===== config.mk =====
export PLATFORM = sky130hd
export DESIGN_NAME = swd_watchdog
export DESIGN_NICKNAME = d
export VERILOG_FILES = /design/src/logic/swd_pkg.sv /design/src/logic/swd_period_lut.sv /design/src/logic/swd_pause_sync.sv /design/src/logic/swd_watchdog.sv
export SDC_FILE = /design/constraint.sdc
export NUM_CORES = 1
export LEC_CHECK = 0
export ABC_AREA = 1
export BUFFER_PORTS_ARGS = -buffer_cell sky130_fd_sc_hd__buf_2
export CAP_MARGIN = 40
export CELL_PAD_IN_SITES_DETAIL_PLACEMENT = 1
export CELL_PAD_IN_SITES_GLOBAL_PLACEMENT = 1
export CORE_ASPECT_RATIO = 1.25
export CORE_MARGIN = 10
export CORE_UTILIZATION = 43
export CTS_CLUSTER_DIAMETER = 150
export DETAILED_ROUTE_END_ITERATION = 10
export GPL_TIMING_DRIVEN = 0
export PLACE_DENSITY = 0.95
export SETUP_SLACK_MARGIN = 0.05
export SYNTH_ARGS = -nofsm -noshare
export SYNTH_HDL_FRONTEND = slang
export SYNTH_HIERARCHICAL = 1
export SYNTH_SLANG_ARGS = --single-unit
export TNS_END_PERCENT = 5

===== constraint.sdc =====
create_clock -name clk_sys_i -period 2.6 [get_ports clk_sys_i]
set_input_delay 0.26 -clock clk_sys_i [delete_from_list [all_inputs] [get_ports clk_sys_i]]
set_output_delay 0.26 -clock clk_sys_i [all_outputs]
set_load 0.01 [all_outputs]

===== src/logic/swd_pkg.sv =====
// constants and types shared by the system watchdog timer
// Operation
// - 32-bit down counter on always-on bus clock
// - decrement by one each cycle while running
// - sixteen power-of-two periods, 4-bit index
// - load value is 2^(16+i) minus one
// - initial period first, restart period afterwards
// - initial index from its own range field
// - restart index from separate range field
// - valid restart write reloads restart period
// - counter reaching zero is a timeout
// - reset mode raises reset request on timeout
// - interrupt mode raises interrupt and reloads
// - unserviced second timeout raises reset request
// - restart at zero suppresses the interrupt
// - after timeout reload and keep counting
// - pause input holds the counter
// - outputs: interrupt and reset request lines
// - reset leaves the watchdog disabled
// - once enabled, disable attempts are ignored
// - counting independent of clock manager loops
// - besides a timeout, only restart key 0x76 or an interrupt clear read reloads
// - mode bit 0 reset, 1 interrupt
// - writing enable one starts counting
// - interrupt clear read reloads like restart
package swd_pkg;
    localparam int          SWD_CNT_W       = 32;
    localparam int          SWD_TOP_W       = 4;
    localparam int          SWD_KEY_W       = 8;
    localparam int          SWD_TOP_BASE    = 16;
    localparam logic [7:0]  SWD_RESTART_KEY = 8'h76;
    localparam logic [31:0] SWD_CNT_RST     = 32'h0000_0000;
    localparam logic        SWD_MODE_RESET  = 1'b0;
    localparam logic        SWD_MODE_IRQ    = 1'b1;

    typedef enum logic [2:0] {
        SWD_DISABLED = 3'b001,
        SWD_FIRST    = 3'b010,
        SWD_SECOND   = 3'b100
    } swd_state_e;
endpackage


===== src/logic/swd_period_lut.sv =====
// period index to counter load value
`timescale 1ns/1ps
module swd_period_lut
    import swd_pkg::*;
(
    input  wire logic [SWD_TOP_W-1:0] top_i,
    output logic      [SWD_CNT_W-1:0] load_o
);
    // 2^(16+i)-1 as a mask of ones
    always_comb
    begin
        load_o = (SWD_CNT_W'(1) << (SWD_TOP_BASE + int'(top_i))) - SWD_CNT_W'(1);
    end
endmodule // swd_period_lut


===== src/logic/swd_pause_sync.sv =====
// three-stage synchroniser for the debug pause pin
`timescale 1ns/1ps
module swd_pause_sync
    import swd_pkg::*;
(
    input  wire logic clk_sys_i,
    input  wire logic srst_i,
    input  wire logic async_i,
    output logic      level_o
);
    typedef struct packed {
        logic [2:0] stg;
        logic       level;
    } swd_sync_s;

    swd_sync_s r;
    swd_sync_s next_r;

    // stage 0 feeds only stage 1; change counts once stages 1 and 2 agree
    always_comb
    begin
        next_r = r;
        next_r.stg = {r.stg[1:0], async_i};
        if (r.stg[1] == r.stg[2])
        begin
            next_r.level = r.stg[2];
        end
    end

    always_ff @(posedge clk_sys_i)
    begin
        if (srst_i)
        begin
            r <= '0;
        end
        else
        begin
            r <= next_r;
        end
    end

    assign level_o = r.level;
endmodule // swd_pause_sync


===== src/logic/swd_watchdog.sv =====
// system watchdog timer core
`timescale 1ns/1ps
module swd_watchdog
    import swd_pkg::*;
(
    input  wire logic                 clk_sys_i,
    input  wire logic                 srst_i,
    input  wire logic                 enable_wr_i,
    input  wire logic                 enable_val_i,
    input  wire logic                 mode_i,
    input  wire logic [SWD_TOP_W-1:0] top_init_i,
    input  wire logic [SWD_TOP_W-1:0] top_i,
    input  wire logic                 restart_wr_i,
    input  wire logic [SWD_KEY_W-1:0] restart_data_i,
    input  wire logic                 eoi_rd_i,
    input  wire logic                 pause_i,
    output logic                      enabled_o,
    output logic      [SWD_CNT_W-1:0] count_o,
    output logic                      irq_o,
    output logic                      rst_req_o
);
    typedef struct packed {
        swd_state_e           st;
        logic [SWD_CNT_W-1:0] cnt;
        logic                 irq;
        logic                 rst_req;
    } swd_core_s;

    swd_core_s r;
    swd_core_s next_r;

    logic [SWD_CNT_W-1:0] init_load;
    logic [SWD_CNT_W-1:0] restart_load;
    logic                 paused;
    logic                 kick;
    logic                 at_zero;

    swd_period_lut u_init_lut (
        .top_i  (top_init_i),
        .load_o (init_load)
    );

    swd_period_lut u_restart_lut (
        .top_i  (top_i),
        .load_o (restart_load)
    );

    // the pin may come from another domain, so it is always synchronised
    swd_pause_sync u_pause (
        .clk_sys_i (clk_sys_i),
        .srst_i    (srst_i),
        .async_i   (pause_i),
        .level_o   (paused)
    );

    // besides a timeout, only the key or an interrupt clear read reloads, guarding against stray writes
    assign kick = (restart_wr_i && restart_data_i == SWD_RESTART_KEY) || eoi_rd_i;
    assign at_zero = (r.cnt == SWD_CNT_RST);

    always_comb
    begin
        next_r = r;
        case (r.st)
            SWD_DISABLED:
            begin
                if (enable_wr_i && enable_val_i)
                begin
                    next_r.st  = SWD_FIRST;
                    next_r.cnt = init_load;
                end
            end
            SWD_FIRST, SWD_SECOND:
            begin
                // disable writes are not looked at here at all
                if (kick)
                begin
                    next_r.cnt = restart_load;
                    next_r.irq = 1'b0;
                    next_r.st  = SWD_FIRST;
                end
                else if (at_zero)
                begin
                    next_r.cnt = restart_load;
                    if (mode_i == SWD_MODE_RESET || r.st == SWD_SECOND)
                    begin
                        next_r.rst_req = 1'b1;
                    end
                    else
                    begin
                        next_r.irq = 1'b1;
                        next_r.st  = SWD_SECOND;
                    end
                end
                else if (!paused)
                begin
                    next_r.cnt = r.cnt - SWD_CNT_W'(1);
                end
            end
            default:
            begin
                next_r.st = SWD_DISABLED;
            end
        endcase
    end

    always_ff @(posedge clk_sys_i)
    begin
        if (srst_i)
        begin
            r.st      <= SWD_DISABLED;
            r.cnt     <= SWD_CNT_RST;
            r.irq     <= 1'b0;
            r.rst_req <= 1'b0;
        end
        else
        begin
            r <= next_r;
        end
    end

    assign enabled_o = (r.st != SWD_DISABLED);
    assign count_o   = r.cnt;
    assign irq_o     = r.irq;
    assign rst_req_o = r.rst_req;

    property p_enable_loads;
        @(posedge clk_sys_i) disable iff (srst_i)
        (r.st == SWD_DISABLED && enable_wr_i && enable_val_i) |=> (count_o == $past(init_load));
    endproperty
    a_enable_loads: assert property (p_enable_loads) else $error("enable did not load init");

    property p_decrement;
        @(posedge clk_sys_i) disable iff (srst_i)
        (enabled_o && !kick && !at_zero && !paused) |=> (count_o == $past(count_o) - 32'h1);
    endproperty
    a_decrement: assert property (p_decrement) else $error("counter did not decrement");

    property p_pause_hold;
        @(posedge clk_sys_i) disable iff (srst_i)
        (enabled_o && paused && !kick && !at_zero) |=> $stable(count_o);
    endproperty
    a_pause_hold: assert property (p_pause_hold) else $error("counter moved while paused");

    property p_kick_reload;
        @(posedge clk_sys_i) disable iff (srst_i)
        (enabled_o && kick) |=> (count_o == $past(restart_load) && !irq_o);
    endproperty
    a_kick_reload: assert property (p_kick_reload) else $error("restart did not reload");

    property p_bad_key;
        @(posedge clk_sys_i) disable iff (srst_i)
        (enabled_o && restart_wr_i && restart_data_i != SWD_RESTART_KEY && !eoi_rd_i
         && !at_zero && !paused) |=> (count_o == $past(count_o) - 32'h1);
    endproperty
    a_bad_key: assert property (p_bad_key) else $error("wrong key reloaded");

    property p_reset_mode;
        @(posedge clk_sys_i) disable iff (srst_i)
        (enabled_o && at_zero && !kick && mode_i == SWD_MODE_RESET) |=> rst_req_o;
    endproperty
    a_reset_mode: assert property (p_reset_mode) else $error("no reset request");

    property p_irq_first;
        @(posedge clk_sys_i) disable iff (srst_i)
        (r.st == SWD_FIRST && at_zero && !kick && mode_i == SWD_MODE_IRQ)
            |=> (irq_o && !rst_req_o && count_o == $past(restart_load));
    endproperty
    a_irq_first: assert property (p_irq_first) else $error("first timeout wrong");

    property p_second;
        @(posedge clk_sys_i) disable iff (srst_i)
        (r.st == SWD_SECOND && at_zero && !kick) |=> rst_req_o;
    endproperty
    a_second: assert property (p_second) else $error("second timeout no reset");

    property p_kick_wins;
        @(posedge clk_sys_i) disable iff (srst_i)
        (enabled_o && at_zero && kick) |=> (!irq_o && $stable(rst_req_o));
    endproperty
    a_kick_wins: assert property (p_kick_wins) else $error("restart lost to timeout");

    property p_stay_on;
        @(posedge clk_sys_i) disable iff (srst_i)
        enabled_o |=> enabled_o;
    endproperty
    a_stay_on: assert property (p_stay_on) else $error("watchdog disabled");

    property p_irq_hold;
        @(posedge clk_sys_i) disable iff (srst_i)
        (irq_o && !kick) |=> irq_o;
    endproperty
    a_irq_hold: assert property (p_irq_hold) else $error("interrupt dropped");

    // reset request is sticky; only the reset manager takes it back
    property p_rst_sticky;
        @(posedge clk_sys_i) disable iff (srst_i)
        rst_req_o |=> rst_req_o;
    endproperty
    a_rst_sticky: assert property (p_rst_sticky) else $error("reset request dropped");

    property p_idle;
        @(posedge clk_sys_i) disable iff (srst_i)
        (!enabled_o && !(enable_wr_i && enable_val_i))
            |=> (!enabled_o && count_o == SWD_CNT_RST && !irq_o && !rst_req_o);
    endproperty
    a_idle: assert property (p_idle) else $error("disabled watchdog not idle");

    property p_irq_mode;
        @(posedge clk_sys_i) disable iff (srst_i)
        $rose(irq_o) |-> ($past(mode_i) == SWD_MODE_IRQ);
    endproperty
    a_irq_mode: assert property (p_irq_mode) else $error("interrupt in reset mode");

    c_second: cover property (@(posedge clk_sys_i) disable iff (srst_i)
        r.st == SWD_SECOND && at_zero && !kick);

    c_enable: cover property (@(posedge clk_sys_i) disable iff (srst_i) $rose(enabled_o));
    c_irq: cover property (@(posedge clk_sys_i) disable iff (srst_i) $rose(irq_o));
    c_rst: cover property (@(posedge clk_sys_i) disable iff (srst_i) $rose(rst_req_o));
    c_kick_zero: cover property (@(posedge clk_sys_i) disable iff (srst_i)
        enabled_o && at_zero && kick);
endmodule // swd_watchdog


==> qor.csv <==
stage,metric,value,unit
placed_design,IO buf count,56,
pwr,Net Sw Power,3.25,mW
logic_synthesis,warnings from Yosys,6,
setup_path,Worst EP required,2.76,ns
die,core area,10200,µm²
setup_path,Critical Path End Type,flip-flop,
sta,fmax,469,MHz
pwr,sequential power share,19.8,%
flow_run,max-cap viol count,0,
logic_synthesis,Synth Flop Type,dfxtp_1,
pwr,Comb pwr share,67.6,%
detailed_routing,DR iter-0 viols,286,
layout,# diodes,0,
detailed_routing,routed wire length,15600,µm
sta,Worst Max-Slew Pin Slew,0.664,ns
setup_path,most frequent cell on the critical path,nand2_1,
sta,setup TNS,0,ns
setup_path,worst-path fanout max,9,
pwr,Clk network pwr share,12.6,%
global_routing,first-pass GRT wire length,26100,µm
setup_path,R2R depth,11,
die,IO Pins,59,
cts,TritonCTS Buffers,5,
global_routing,initial antenna violation count,0,
die,Rows,41,
sta,Final WS setup,0.466,ns
hold_path,cell count of the worst hold path,3,
global_routing,All-Layer GR Usage,20.6,%
setup_path,kind of critical path,flip-flop to flip-flop,
detailed_routing,Via Count,5187,
cts,clock slew at reported path FFs,0.06,ns
layout,"most common cell after layout, fill and taps aside",nand2_1,
detailed_routing,DR WL met3,638,µm
sta,final setup fails,0,
detailed_routing,met2 WL,8020,µm
placed_design,final RePlAce weighted congestion,0.977,
detailed_routing,Post-DRT Antenna Nets,0,
sta,Worst slew margin,55.7,%
pwr,Internal,2.78,mW
pwr,P_leak,2.75,nW
sta,Slew Limit Fails,0,
cts,post-CTS setup buffers,0,
setup_path,Critical-path top delay cell,nor2_2,
cts,H-tree depth,2,
sta,minimum clock period after layout,2.13,ns
global_routing,gr ovfl total,0,
cts,CTS Buffer Depth,2,
setup_path,CP arrival,2.30,ns
hold_path,Worst Hold Class,input port to flip-flop,
detailed_routing,Pre-antenna DRT Iters,5,
die,die area,15100,µm²
layout,nets,926,
cts,Clock Tree Root,clkbuf_16,
logic_synthesis,"Distinct cells, synth",32,
global_routing,vias in the first global route,5438,
sta,period utilization,82.1,%
sta,Min Hold Slack,0.168,ns
layout,layout overhead on the synthesized area,16.0,%
cts,hold_buf cts,0,
logic_synthesis,Yosys reg bits,41,
layout,layout cells sized above 1,21.0,%
die,initial core utilization,44.5,%
placed_design,HPWL after DPL,12200,µm
detailed_routing,DRC errors left,0,
cts,Clock Sinks,41,
setup_path,crit start category,flip-flop,
die,Die X,112,µm
pwr,VDD IR max,0.000549,V
sta,Final Skew,0.00550,ns
cts,TritonCTS clock tree,built,
pwr,Switching Fraction,53.9,%
placed_design,dpl ws,0.462,ns
die,Die H,135,µm
logic_synthesis,"EDFF count, synth",0,
global_routing,largest net degree at the start of global routing,13,
run_status,status,"complete, no violations",
detailed_routing,routed len/inst,15.2,µm
sta,final hold violations,0,
detailed_routing,Vias/cell,5.05,
cts,Clock Latency Late Sink,0.29,ns
logic_synthesis,"Avg Cell Area, Syn",5.65,µm²
setup_path,CP peak stage delay,0.42,ns
detailed_routing,DR top layer,met4,
logic_synthesis,Synth Instances,805,
layout,"commonest cells after routing, fill and taps aside","nand2_1, nor2_1, buf_4, buf_2, inv_1",
sta,unrepaired setup endpoints after global routing,no,
logic_synthesis,Mapped Area,4550,µm²
logic_synthesis,asr flop ratio synth,0,%
detailed_routing,wire length on met1,6410,µm
setup_path,cells along the critical path,inv_1 -> ha_1 -> nand2_1 -> nor2_2 -> nand2_1 -> nor2_1 -> nand2_1 -> nand3_1 -> nand2_1 -> nand2_1 -> a21oi_1,
pwr,pwr dens,1140,nW/µm²
logic_synthesis,sequential area share after synthesis,18.1,%
cts,post-CTS resize count,0,
==> synth_stat cells, types with 2 or more instances <==
cell        n  area share, %
a21oi_4     2           0.72
o21ai_1     3           0.33
o21ai_0    13            1.4
xnor2_1    11            2.1
o21bai_1    5           0.83
conb_1      4           0.33
a21oi_1    46            5.1
nand2_4     4           0.99
buf_2       7           0.77
buf_4      69             11
buf_6       4           0.99
nor2_4     13            3.2
nand2_1   261             22
nor3_1      2           0.22
nand2_2     9            1.2
inv_2       6           0.50
inv_1      60            5.0
nand4_1    15            2.1
nor2_1    135             11
xor2_1      6            1.2
ha_1        4            1.1
dfxtp_1    41             18
clkbuf_1   11           0.91
nor2_2      9            1.2
nand3_1    58            6.4
==> power by group through the flow <==
stage / Sequential, mW / Combinational [mW] / Clock [mW]
5_1_grt: 1.24 / 4.56 / 0.784
2_1_floorplan: 1.07 / 2.95 / 0
3_5_place_dp: 1.19 / 3.96 / 0
4_1_cts: 1.19 / 4.05 / 0.762
6_report: 1.19 / 4.07 / 0.762
3_3_place_gp: 1.19 / 3.85 / 0
==> through the flow <==
stage                     area, µm²  util (%)  power, mW  cells
after floorplan                4660         -       4.02    835
after global placement         5100      50.0       5.04   1020
after detailed placement       5100      50.0       5.16   1020
after CTS                      5270      51.7       6.00   1028
after global routing           5270      51.7       6.58   1028
final                          5270      51.7       6.03   1028
==> path summary, 6_finish.rpt <==
| kind | startpoint | end | slack, ns |
|---|---|---|---|
| setup / recovery | count_o[0] | count_o[28] | 0.47 |
| setup reg to reg | count_o[0] | count_o[28] | 0.47 |
| hold reg to reg | u_pause/next_r[2] | u_pause/next_r[3] | 0.41 |
| hold / removal | pause_i | u_pause/next_r[2] | 0.17 |
==> sequential cells by signal, indices dropped and copies added, names as in the netlist <==
signal / flops
count_o: 32
u_pause/level_o: 1
r: 3
u_pause/r: 1
rst_req_o: 1
u_pause/next_r: 2
irq_o: 1
==> worst max-delay path, delay by kind of cell (launching register included) <==
| family | cells | cell delay [ns] |
|---|---|---|
| AND/OR/NAND/NOR | 8 | 1.23 |
| adder cells (fa/ha/maj) | 1 | 0.25 |
| flip-flops | 1 | 0.33 |
| AO/OA/AOI/OAI | 1 | 0.05 |
| buffers and inverters | 1 | 0.12 |
==> area by class of cell <==
cell class                      count  area [µm²]
Timing Repair Buffer               56         280
Tap cell                          129         161
Fill cell                        1536        4930
Multi-Input combinational cell    634        2930
Clock buffer                        7         143
Sequential cell                    41         821
Inverter                           67         251
Buffer                             93         657
Clock inverter                      1        30.0
==> cell families (layout without fill, tap and decap cells) <==
group	after synthesis	count (layout)	synth area share [%]
AOI/OAI and AO/OA	72	72	9.08
xor gates and xnor gates	17	17	3.27
adders and majority gates	4	4	1.10
buffers and inverters	160	224	20.0
DFF	41	41	18.1
other	4	34	0.330
and+or+nand+nor	507	507	48.2
==> metal layers <==
layer	up-vias	global-route usage, %
met5	-	0
met4	0	10.2
met3	33	2.84
met2	124	38.1
met1	2440	22.5
li1	2590	-
Power figures use the tool's default switching activity.
